$ cat src/hw/pcr_regs.svh
/*
  Offsets, field positions, reset values and timing counts of the PLL
  configuration word decoder. Assumes 32-bit words with select in bits 2:0.
*/
`ifndef PCR_REGS_SVH
`define PCR_REGS_SVH
`define PCR_SEL_INT_FRACTION 3'h0
`define PCR_SEL_MODULUS_PHASE 3'h1
`define PCR_SEL_REF_LOOP 3'h2
`define PCR_SEL_OUT_CTRL 3'h4
`define PCR_SEL_LOCK_PIN 3'h5
`define PCR_INT_LSB 15
`define PCR_FRACTION_LSB 3
`define PCR_PRESCALER_BIT 27
`define PCR_PHASE_LSB 15
`define PCR_MODULUS_LSB 3
`define PCR_NOISE_LSB 29
`define PCR_MUX_LSB 26
`define PCR_DOUBLER_BIT 25
`define PCR_HALVER_BIT 24
`define PCR_RCNT_LSB 14
`define PCR_DBUF_BIT 13
`define PCR_CP_LSB 9
`define PCR_LCOUNT_BIT 8
`define PCR_LWIN_BIT 7
`define PCR_OUTDIV_LSB 20
`define PCR_BACKLASH_LSB 30
`define PCR_CCE_BIT 29
`define PCR_LDPIN_LSB 22
`define PCR_NOISE_LOW_SPUR 2'h3
`define PCR_RST_INT 16'h0000
`define PCR_RST_MODULUS 12'h001
`define PCR_RST_PHASE 12'h001
`define PCR_RST_RCNT 10'h001
`define PCR_LOCK_CNT_LONG 40
`define PCR_LOCK_CNT_SHORT 5
`define PCR_CLK_PERIOD_NS 5
`define PCR_LOCK_WIN_WIDE_NS 10
`define PCR_LOCK_WIN_NARROW_NS 6
`endif

$ cat src/hw/pcr_pkg.sv
/*
  Types shared by the PLL configuration decoder and its lock detector.
  Assumes nothing beyond the constants header.
*/
package pcr_pkg;
  typedef logic [2:0] pcr_sel_t;
  typedef enum logic [1:0] {LK_IDLE, LK_WAIT} pcr_lock_e;
endpackage

$ cat src/hw/pcr_lock_if.sv
/*
  Carrier between the decoder core and the digital lock detector.
  Assumes both ends run on ref_clk.
*/
`timescale 1ns/100ps
`default_nettype none
interface pcr_lock_if;
  logic refTick;
  logic fbEdge;
  logic lockCountSelect;
  logic lockWindowSelect;
  logic lockDet;
  modport core (output refTick, output fbEdge, output lockCountSelect,
    output lockWindowSelect, input lockDet);
  modport det (input refTick, input fbEdge, input lockCountSelect,
    input lockWindowSelect, output lockDet);
endinterface
`default_nettype wire

$ cat src/hw/pcr_lock_detect.sv
/*
  Digital lock detector: measures the gap between the reference and feedback
  edges of each detector cycle. Assumes one-cycle edge pulses on ref_clk.
*/
`timescale 1ns/100ps
`default_nettype none
`include "pcr_regs.svh"
module pcr_lock_detect (
  input wire logic ref_clk,
  input wire logic rstn,
  pcr_lock_if.det lk
);
  import pcr_pkg::*;
  localparam int WIDE_CYC = (`PCR_LOCK_WIN_WIDE_NS / `PCR_CLK_PERIOD_NS < 1) ? 1 :
    `PCR_LOCK_WIN_WIDE_NS / `PCR_CLK_PERIOD_NS;
  localparam int NARROW_CYC = (`PCR_LOCK_WIN_NARROW_NS / `PCR_CLK_PERIOD_NS < 1) ? 1 :
    `PCR_LOCK_WIN_NARROW_NS / `PCR_CLK_PERIOD_NS;
  pcr_lock_e state_ff;
  logic [7:0] gap_ff;
  logic [5:0] good_ff;
  logic lock_ff;
  logic cycDone;
  logic [7:0] errCyc;
  logic [7:0] winCyc;
  logic [5:0] need;
  logic inWin;

  // both edges together in LK_IDLE is a zero-error cycle
  assign cycDone = (lk.refTick && lk.fbEdge) ||
    (state_ff == LK_WAIT && (lk.refTick || lk.fbEdge));
  assign errCyc = (lk.refTick && lk.fbEdge && state_ff == LK_IDLE) ? 8'h00 : gap_ff;
  assign winCyc = lk.lockWindowSelect ? 8'(NARROW_CYC) : 8'(WIDE_CYC);
  assign need = lk.lockCountSelect ? 6'(`PCR_LOCK_CNT_SHORT) : 6'(`PCR_LOCK_CNT_LONG);
  assign inWin = errCyc <= winCyc;
  assign lk.lockDet = lock_ff;

  always_ff @(posedge ref_clk or negedge rstn) begin
    if (!rstn) begin
      state_ff <= LK_IDLE;
      gap_ff <= 8'h00;
    end else begin
      case (state_ff)
        LK_IDLE: begin
          gap_ff <= 8'h01;
          if ((lk.refTick ^ lk.fbEdge)) state_ff <= LK_WAIT;
        end
        LK_WAIT: begin
          // saturate so a lost edge reads as a huge error
          if (gap_ff != 8'hFF) gap_ff <= gap_ff + 8'h01;
          if (lk.refTick || lk.fbEdge) state_ff <= LK_IDLE;
        end
        default: state_ff <= LK_IDLE;
      endcase
    end
  end

  always_ff @(posedge ref_clk or negedge rstn) begin
    if (!rstn) begin
      good_ff <= 6'h00;
      lock_ff <= 1'b0;
    end else if (cycDone) begin
      if (!inWin) begin
        good_ff <= 6'h00;
        lock_ff <= 1'b0;
      end else if (good_ff + 6'h01 >= need) begin
        good_ff <= need;
        lock_ff <= 1'b1;
      end else begin
        good_ff <= good_ff + 6'h01;
      end
    end
  end
endmodule // pcr_lock_detect
`default_nettype wire

$ cat src/hw/pcr_top.sv
/*
  PLL configuration word decoder: shifts serial words in, decodes the select
  bits on the latch strobe, holds buffered fields, derives the detector
  reference tick and drives the lock detector. Assumes the serial pins and the
  reference input are synchronous to ref_clk and slower than it.
*/
// How it works
// - select 000 loads integer/fraction word
// - select 001 loads modulus/phase/prescaler word
// - select 010 loads reference/loop control word
// - integer value sits in bits 30:15
// - fraction numerator sits in bits 14:3
// - bit 27 picks prescaler 4/5 or 8/9
// - phase word bits 26:15, above modulus
// - fraction modulus sits in bits 14:3
// - bits 30:29 pick noise mode, dither
// - bits 28:26 steer the test mux
// - doubler: falling edge or both edges
// - halver toggle between R counter and detector
// - ten-bit reference divider, ratios 1..1023
// - bit 13 buffers output divider select
// - buffered fields apply on integer write
// - bits 11:9 give charge pump current
// - lock count 40 or 5 cycles
// - lock window 10 ns or 6 ns
// - lock after consecutive good cycles only
// - select 101 loads lock pin word
`timescale 1ns/100ps
`default_nettype none
`include "pcr_regs.svh"
module pcr_top #(
  parameter int WORD_W = 32
) (
  input wire logic ref_clk,
  input wire logic rstn,
  input wire logic serClk,
  input wire logic serData,
  input wire logic latchEn,
  input wire logic refIn,
  input wire logic fbEdge,
  output logic [15:0] integerValue,
  output logic [11:0] fraction_numerator,
  output logic [11:0] fraction_modulus,
  output logic [11:0] phaseValue,
  output logic prescaler_select,
  output logic [1:0] noiseMode,
  output logic ditherEn,
  output logic [2:0] testMuxSel,
  output logic test_mux_output,
  output logic [2:0] cpCurrent,
  output logic [2:0] outDivSel,
  output logic [1:0] antibacklash_width,
  output logic charge_cancel_enable,
  output logic [1:0] lockPinMode,
  output logic detRefTick,
  output logic lockDetect,
  output pcr_pkg::pcr_sel_t lastSel
);
  import pcr_pkg::*;
  if (WORD_W != 32) begin : g_bad_width
    $error("pcr_top serves 32-bit words only");
  end

  logic [WORD_W-1:0] shift_ff;
  logic serClk_ff;
  logic latch_ff;
  logic refIn_ff;
  logic serRise;
  logic latchRise;
  logic [WORD_W-1:0] word;
  pcr_sel_t sel;
  logic wrIntFraction;
  logic wrModulusPhase;
  logic wrRefLoop;
  logic wrOutCtrl;

  assign serRise = serClk && !serClk_ff;
  assign latchRise = latchEn && !latch_ff;
  assign word = shift_ff;
  assign sel = word[2:0];
  assign wrIntFraction = latchRise && sel == `PCR_SEL_INT_FRACTION;
  assign wrModulusPhase = latchRise && sel == `PCR_SEL_MODULUS_PHASE;
  assign wrRefLoop = latchRise && sel == `PCR_SEL_REF_LOOP;
  assign wrOutCtrl = latchRise && sel == `PCR_SEL_OUT_CTRL;

  always_ff @(posedge ref_clk or negedge rstn) begin
    if (!rstn) begin
      serClk_ff <= 1'b0;
      latch_ff <= 1'b0;
      refIn_ff <= 1'b0;
    end else begin
      serClk_ff <= serClk;
      latch_ff <= latchEn;
      refIn_ff <= refIn;
    end
  end

  // data shifted while the latch is high is still taken; the strobe edge decides
  always_ff @(posedge ref_clk or negedge rstn) begin
    if (!rstn) shift_ff <= '0;
    else if (serRise) shift_ff <= {shift_ff[WORD_W-2:0], serData};
  end

  always_ff @(posedge ref_clk or negedge rstn) begin
    if (!rstn) lastSel <= 3'h0;
    else if (latchRise) lastSel <= sel;
  end

  // integer/fraction word: also the apply strobe for every buffered field
  always_ff @(posedge ref_clk or negedge rstn) begin
    if (!rstn) begin
      integerValue <= `PCR_RST_INT;
      fraction_numerator <= 12'h000;
    end else if (wrIntFraction) begin
      integerValue <= word[`PCR_INT_LSB +: 16];
      fraction_numerator <= word[`PCR_FRACTION_LSB +: 12];
    end
  end

  logic [11:0] modulusShadow_ff;
  logic [11:0] phaseShadow_ff;
  logic prescShadow_ff;
  always_ff @(posedge ref_clk or negedge rstn) begin
    if (!rstn) begin
      modulusShadow_ff <= `PCR_RST_MODULUS;
      phaseShadow_ff <= `PCR_RST_PHASE;
      prescShadow_ff <= 1'b0;
    end else if (wrModulusPhase) begin
      modulusShadow_ff <= word[`PCR_MODULUS_LSB +: 12];
      phaseShadow_ff <= word[`PCR_PHASE_LSB +: 12];
      prescShadow_ff <= word[`PCR_PRESCALER_BIT];
    end
  end

  logic dblShadow_ff;
  logic halfShadow_ff;
  logic [9:0] rcntShadow_ff;
  logic dbufEn_ff;
  always_ff @(posedge ref_clk or negedge rstn) begin
    if (!rstn) begin
      noiseMode <= 2'h0;
      testMuxSel <= 3'h0;
      cpCurrent <= 3'h0;
      dbufEn_ff <= 1'b0;
      dblShadow_ff <= 1'b0;
      halfShadow_ff <= 1'b0;
      rcntShadow_ff <= `PCR_RST_RCNT;
    end else if (wrRefLoop) begin
      noiseMode <= word[`PCR_NOISE_LSB +: 2];
      testMuxSel <= word[`PCR_MUX_LSB +: 3];
      cpCurrent <= word[`PCR_CP_LSB +: 3];
      dbufEn_ff <= word[`PCR_DBUF_BIT];
      dblShadow_ff <= word[`PCR_DOUBLER_BIT];
      halfShadow_ff <= word[`PCR_HALVER_BIT];
      rcntShadow_ff <= word[`PCR_RCNT_LSB +: 10];
    end
  end

  logic lockCountSel_ff;
  logic lockWindowSel_ff;
  always_ff @(posedge ref_clk or negedge rstn) begin
    if (!rstn) begin
      lockCountSel_ff <= 1'b0;
      lockWindowSel_ff <= 1'b0;
    end else if (wrRefLoop) begin
      lockCountSel_ff <= word[`PCR_LCOUNT_BIT];
      lockWindowSel_ff <= word[`PCR_LWIN_BIT];
    end
  end

  assign ditherEn = noiseMode == `PCR_NOISE_LOW_SPUR;

  // active copies of buffered fields move only on the integer/fraction write
  logic doubler_ff;
  logic halver_ff;
  logic [9:0] rcnt_ff;
  always_ff @(posedge ref_clk or negedge rstn) begin
    if (!rstn) begin
      fraction_modulus <= `PCR_RST_MODULUS;
      phaseValue <= `PCR_RST_PHASE;
      prescaler_select <= 1'b0;
      doubler_ff <= 1'b0;
      halver_ff <= 1'b0;
      rcnt_ff <= `PCR_RST_RCNT;
    end else if (wrIntFraction) begin
      fraction_modulus <= modulusShadow_ff;
      phaseValue <= phaseShadow_ff;
      prescaler_select <= prescShadow_ff;
      doubler_ff <= dblShadow_ff;
      halver_ff <= halfShadow_ff;
      rcnt_ff <= rcntShadow_ff;
    end
  end

  logic [2:0] outDivShadow_ff;
  always_ff @(posedge ref_clk or negedge rstn) begin
    if (!rstn) outDivShadow_ff <= 3'h0;
    else if (wrOutCtrl) outDivShadow_ff <= word[`PCR_OUTDIV_LSB +: 3];
  end

  always_ff @(posedge ref_clk or negedge rstn) begin
    if (!rstn) outDivSel <= 3'h0;
    else if (wrOutCtrl && !dbufEn_ff) outDivSel <= word[`PCR_OUTDIV_LSB +: 3];
    else if (wrIntFraction && dbufEn_ff) outDivSel <= outDivShadow_ff;
  end

  always_ff @(posedge ref_clk or negedge rstn) begin
    if (!rstn) begin
      antibacklash_width <= 2'h0;
      charge_cancel_enable <= 1'b0;
      lockPinMode <= 2'h0;
    end else if (latchRise && sel == `PCR_SEL_LOCK_PIN) begin
      antibacklash_width <= word[`PCR_BACKLASH_LSB +: 2];
      charge_cancel_enable <= word[`PCR_CCE_BIT];
      lockPinMode <= word[`PCR_LDPIN_LSB +: 2];
    end
  end

  // reference path: edge select, R counter, optional halver
  logic refActive;
  logic [9:0] rCount_ff;
  logic rTerm;
  logic halfTog_ff;
  assign refActive = doubler_ff ? (refIn != refIn_ff) : (!refIn && refIn_ff);
  // a zero ratio is illegal; it is served as a ratio of one
  assign rTerm = refActive && (rCount_ff + 10'h001 >= rcnt_ff);

  always_ff @(posedge ref_clk or negedge rstn) begin
    if (!rstn) rCount_ff <= 10'h000;
    else if (rTerm) rCount_ff <= 10'h000;
    else if (refActive) rCount_ff <= rCount_ff + 10'h001;
  end

  always_ff @(posedge ref_clk or negedge rstn) begin
    if (!rstn) halfTog_ff <= 1'b0;
    else if (rTerm) halfTog_ff <= !halfTog_ff;
  end

  always_ff @(posedge ref_clk or negedge rstn) begin
    if (!rstn) detRefTick <= 1'b0;
    else detRefTick <= halver_ff ? (rTerm && !halfTog_ff) : rTerm;
  end

  pcr_lock_if lkIf ();
  assign lkIf.refTick = detRefTick;
  assign lkIf.fbEdge = fbEdge;
  assign lkIf.lockCountSelect = lockCountSel_ff;
  assign lkIf.lockWindowSelect = lockWindowSel_ff;
  assign lockDetect = lkIf.lockDet;

  pcr_lock_detect uLock (
    .ref_clk(ref_clk),
    .rstn(rstn),
    .lk(lkIf.det)
  );

  // mux code map: 0 low, 1 high, 2 reference tick, 3 feedback, 4 lock, 5..7 low
  always_ff @(posedge ref_clk or negedge rstn) begin
    if (!rstn) test_mux_output <= 1'b0;
    else begin
      case (testMuxSel)
        3'h1: test_mux_output <= 1'b1;
        3'h2: test_mux_output <= detRefTick;
        3'h3: test_mux_output <= fbEdge;
        3'h4: test_mux_output <= lockDetect;
        default: test_mux_output <= 1'b0;
      endcase
    end
  end
endmodule // pcr_top
`default_nettype wire

$ cat config.mk
export PLATFORM = sky130hd
export DESIGN_NAME = pcr_top
export DESIGN_NICKNAME = d
export VERILOG_FILES = /design/src/hw/pcr_pkg.sv /design/src/hw/pcr_lock_if.sv /design/src/hw/pcr_lock_detect.sv /design/src/hw/pcr_top.sv
export VERILOG_INCLUDE_DIRS = /design/src /design/src/hw
export SDC_FILE = /design/constraint.sdc
export NUM_CORES = 1
export LEC_CHECK = 0
export BUFFER_PORTS_ARGS = -buffer_cell sky130_fd_sc_hd__clkbuf_2
export CORE_ASPECT_RATIO = 0.8
export CORE_MARGIN = 4
export CORE_UTILIZATION = 56
export CTS_CLUSTER_SIZE = 16
export DETAILED_ROUTE_END_ITERATION = 10
export GPL_ROUTABILITY_DRIVEN = 0
export PLACE_DENSITY_LB_ADDON = 0.08
export SLEW_MARGIN = 10
export SYNTH_ARGS = -nofsm -noshare
export SYNTH_HDL_FRONTEND = slang
export SYNTH_SLANG_ARGS = --single-unit
$ cat constraint.sdc
create_clock -name ref_clk -period 3.4 [get_ports ref_clk]
set_input_delay 0.34 -clock ref_clk [delete_from_list [all_inputs] [get_ports ref_clk]]
set_output_delay 0.34 -clock ref_clk [all_outputs]
set_load 0.01 [all_outputs]
Word-level counts from Yosys, hierarchy flattened:

Cells that the tools add are included.

* flip-flop bits (word level): 192
* input bits: 7
* output and inout port bits: 76
* word-level logic and storage cells: 110

* bitwise operators: 1
* multiplexer cells: 19
* reductions and logical operators: 30
* magnitude comparators: 3
* equal/unequal tests: 16
* add/sub/neg operators: 3

Operators with widths (count)
* $mux 10: 2
* $mux 6: 3
* $mux 8: 2
* $pmux 8 s2: 1
* $logic_and 1x1->1: 15
* $add 10x1->10 const B: 1
* $ge 10x10->1: 1
* $eq 3x2->1 const B: 3
* $eq 3x3->1 const B: 3
* $add 8x1->8 const B: 1
* $le 8x8->1: 1
* $ne 2x2->1 const B: 4
* $ne 8x8->1 const B: 1
* $add 6x1->6 const B: 1
* $eq 3x1->1 const B: 2
* $ge 6x6->1: 1
* $mux 2: 3
* $mux 3: 2
* $reduce_and 2->1: 3
* $reduce_bool 2->1: 3
* $logic_not 1->1: 5
* $mux 1: 4
* $pmux 1 s4: 1
* $pmux 2 s2: 1
* other kinds (7): 8

Longest topological paths before layout:

* depth in word-level cells: 6
* depth in mapped cells: 13
* gate-level depth less buffers: 12

Modules after synthesis:

Synthesis repeated with hierarchy kept, for this count alone.

* cells, all modules: 578
* area, all modules: 8136.6 sq um

Modules (own cells, without submodules)
* pcr_top: cells each 475, seq. area each 4386.7 sq um, area each 7105.6 sq um, times used 1
* pcr_lock_detect: cells each 103, seq. area each 400.4 sq um, area each 1031.0 sq um, times used 1

Least setup slack after synthesis:

OpenSTA, ideal clock, no wires.

* path type: register to register
* start point: register rCount_ff[0]
* end point: register rCount_ff[0]
* data arrival time: 2508 ps
* buffers on the path: 1
* period minus slack after synthesis: 2590 ps
* setup time: 83 ps
* stages on the path, launching flop included: 14
* setup slack: 810 ps
* data required time: 3317 ps
* path through: dfrtp_1 -> ha_1 -> nand2_1 -> nor2_1 -> and3_1 -> xnor2_1 -> inv_1 -> ha_1 -> nand4_1 -> a211oi_1 -> a2111oi_2 -> buf_2 -> nand3b_1 -> o21ai_0

* word-level cells in the longest chain between the ends: 4
* elaborated cells between the ends (all ways): 6
* classes of those cells: add/sub: 1; order compare: 1; mux: 2; reduce/logical: 2

Ends and longest elaborated chain
* from (decl): RTL line pcr_top.sv:221 `logic [9:0] rCount_ff;`
* from (signal assigned): RTL line pcr_top.sv:231 `else if (refActive) rCount_ff <= rCount_ff + 10'h001;`
* $add 10x1->10 *: RTL line pcr_top.sv:226, pcr_top.sv:231
* $ge 10x10->1: RTL line pcr_top.sv:226 `assign rTerm = refActive && (rCount_ff + 10'h001 >= rcnt_ff);`
* $logic_and 1x1->1: RTL line pcr_top.sv:226
* $mux 10 or $reduce_bool 2->1 (tied branches)

Every way passes the cells marked *; elsewhere a longest branch is shown, timed or not. The select of a mux whose other input is x is not followed.
A chain may end at the register's enable or synchronous reset.

Worst setup path after layout:

* start point: register rCount_ff[0]
* end point: register detRefTick

* word-level cells in the longest chain between the ends: 5

Ends and longest elaborated chain
* $add 10x1->10 *: RTL line pcr_top.sv:226
* $ge 10x10->1 *: RTL line pcr_top.sv:226
* $logic_and 1x1->1 *: RTL line pcr_top.sv:226
* $logic_and 1x1->1: RTL line pcr_top.sv:241 `else detRefTick <= halver_ff ? (rTerm && !halfTog_ff) : rTerm;`
* $mux 1 *: RTL line pcr_top.sv:241
* to (signal assigned): RTL line pcr_top.sv:241
* to (decl): RTL line pcr_top.sv:55 `output logic detRefTick,`

Every way passes the cells marked *; elsewhere a longest branch is shown, timed or not.

==> results.cfg <==
[outcome]
status = completed

[logic_synthesis]
ys_warn_count = 0
netlist.area_leader.share = 0.5716
synth.area.mux_share = 0.2327
synth_fa_ha_area_frac = 0.03399
synth_top_family_by_area = multiplexers
synth_top_area_cell = dfrtp_1
synth.cell_area_mm2 = 0.008099
ys_async_sr_fraction = 1.000
synth_seq_cells = 191
synth.avg_cell_area_um2 = 13.77
synth_cells = 588
synth_edf_count = 0
synth_compound_gate_area_share = 0.03862
synthXorXnorAreaFrac = 0.01514
synth.area.top_cells = dfrtp_1, mux2_2, ha_1
seq_area_frac_synth = 0.5911
syn_nets = 617
synth-simple-area-share = 0.06643
synthDistinctLibCells = 53
synthFlopType = dfrtp_1

[global_route]
grt_pass1_vias = 4939
grt_pass1_wl_um = 25390
antenna_found_initial = 0
grt-ovfl-total = 0
grt_use_total = 0.1965
grt_start_max_net_pins = 95

[layout]
final_common_cell = dfrtp_1
nets = 706
layout_common_cells = dfrtp_1, mux2_2, clkbuf_2
final_area_mm2 = 0.009304
area_growth_pct = 14.88
fill_cells = 1048
n_antenna_cell = 0
drive_gt1_frac = 0.4319
fin_util = 0.6552
multi_input_area_mm2 = 0.003143
ff_latch_area_mm2 = 0.004787

[timing]
setup_viol_count_final = 0
max_slew_margin = 0.2309
holdWs_ns = 0.03836
rsz0062_at_grt = false
clock_skew_ns = 0.009900
worst_pin_slew_ns = 1.146
max_freq_mhz = 333.9
setup_tns_ns = 0
drv_slew = 0
period_needed_ns = 2.995
post-route-period-util = 0.8810
finalHoldViolations = 0

[clock_network]
cts_tree = built
clock-root-buffer = clkbuf_16
clockBufferDepth = 2
cts_made_buffers = 17
cts_setup_buffers = 0
worstSkewPairLatency_ns = 0.44
cts_resized = 0
cts_sinks = 191
path_clk_slew_ns = 0.07
h-tree-depth = 4

[setup_path]
cp-start-kind = register
crit_top_cell = ha_1
path_max_fanout = 12
crit_family = simple AND/OR/NAND/NOR gates
worstPathCellList = ha_1 > nand2_1 > nor2_1 > and3_1 > xnor2_1 > inv_1 > ha_1 > nand4_1 > or3_1 > a21oi_1 > a21boi_0
crit_path_end_kind = register
critical_path_class = register to register
cp.arrival_ns = 3.35
crit_required_ns = 3.75
path_buf_inv = 1
crit_path_max_incr_delay_ns = 0.58
slowest_stage = or3_1

[place]
hpwlAfterDp_um = 9787
dpl-instance-area_mm2 = 0.008731
port_buffers = 82

[run]
maxCapViolCount = 0

[route]
routed_via_density = 5.478
dr.pass1.iters = 4
ant_nets = 0
drc = 0
drt-total-wl_um = 14910
avgRoutedWirePerCell_um = 17.06
vias = 4788
drt_iter0_drc = 296

[power_and_ir_drop]
power-per-cell-area_mw_per_mm2 = 672.8
fin_total_pwr_w = 0.006260
ir_worst_vdd_v = 0.0005420
leakage_nw = 4.778

[die]
chipHeight_um = 115.6
initial_core_util = 0.5704
die_area_mm2 = 0.01646
core_area_mm2 = 0.01420
rows = 39
die_x_um = 142.5
ios = 83

[min_path]
hp-class = input port to register
==> where the power goes <==
part	internal, W	switching [W]
Clock	0.000987	0.000922
Combinational	0.000649	0.000687
Sequential	0.00266	0.000352
Total	0.00430	0.00196
==> layer usage <==
metal,wire [µm],vias up,track usage
met1,7341,2414,0.2816
met2,6466,95,0.2847
li1,-,2261,-
met4,231,0,0.06776
met5,0,-,0
met3,875,18,0.06436
==> logic make-up after synthesis <==
family / after synthesis
flip-flops: 191
multiplexers: 168
AND/OR/NAND/NOR: 106
AO/OA/AOI/OAI: 45
buffers and inverters: 42
adder cells (fa/ha/maj): 22
XOR/XNOR: 14
==> flip-flops by register name, indices dropped and copies added, names as in the netlist, 3 cells and up <==
register / flops
cpCurrent: 3
fraction_modulus: 12
fraction_numerator: 12
integerValue: 16
lastSel: 3
modulusShadow_ff: 12
outDivSel: 3
outDivShadow_ff: 3
phaseShadow_ff: 12
phaseValue: 12
rCount_ff: 10
rcntShadow_ff: 10
rcnt_ff: 10
shift_ff: 32
testMuxSel: 3
uLock.gap_ff: 8
uLock.good_ff: 6
==> worst reg2reg max path, cell delays in order (launching register included) <==
cell and delay, ns:
dfrtp_1 0.45, ha_1 0.30, nand2_1 0.08, nor2_1 0.22, and3_1 0.22, xnor2_1 0.14, inv_1 0.07, ha_1 0.29
nand4_1 0.11, or3_1 0.58, a21oi_1 0.27, a21boi_0 0.20
==> per-stage QoR <==
stage                     setup WS (ns)  std cells
after floorplan                  0.8096        588
after global placement           0.5776        841
after detailed placement         0.4607        841
after CTS                        0.4277        874
after global routing             0.2017        874
final                            0.4047        874
==> path summary, 6_finish.rpt <==
path / from / endpoint / slack, ns / cells after the start
worst max-delay path: rCount_ff[0]$_DFFE_PN0P_ / detRefTick$_DFF_PN0_ / 0.40 / 11
worst min-delay path: serClk / serClk_ff$_DFF_PN0_ / 0.04 / 1
worst max register to register: rCount_ff[0]$_DFFE_PN0P_ / detRefTick$_DFF_PN0_ / 0.40 / 11
worst min register to register: halver_ff$_DFFE_PN0P_ / detRefTick$_DFF_PN0_ / 0.48 / 1
max in group asynchronous: rstn / modulusShadow_ff[0]$_DFFE_PN1P_ / 1.91 / 3
min in group asynchronous: rstn / phaseValue[2]$_DFFE_PN0P_ / 0.54 / 2
==> final cells by class <==
cell class / instances / share of cell area
inverters: 21 / 0.008472
well taps: 184 / 0.02474
clock inverters: 13 / 0.01291
clock buffers: 19 / 0.04761
repair buffers: 91 / 0.05393
multi-input cells: 355 / 0.3378
flip-flops and latches: 191 / 0.5145
==> synth_stat cells (all sizes together), types with 4 or more instances <==
library cell	instances
dfrtp	185
xnor2	6
buf	15
inv	21
dfstp	6
xor2	8
nand2	34
ha	22
mux2i	6
nand4	4
o21ai	14
nand3	19
clkbuf	6
nor3	5
a21oi	9
nor2	22
mux2	162
==> repair_timing <==
item                                   in CTS  in global routing
setup endpoints to repair                   0                  0
endpoints found under the hold margin      10                  0
hold buffers                                1                  0
No activity file was read; power rests on OpenSTA's default activity.
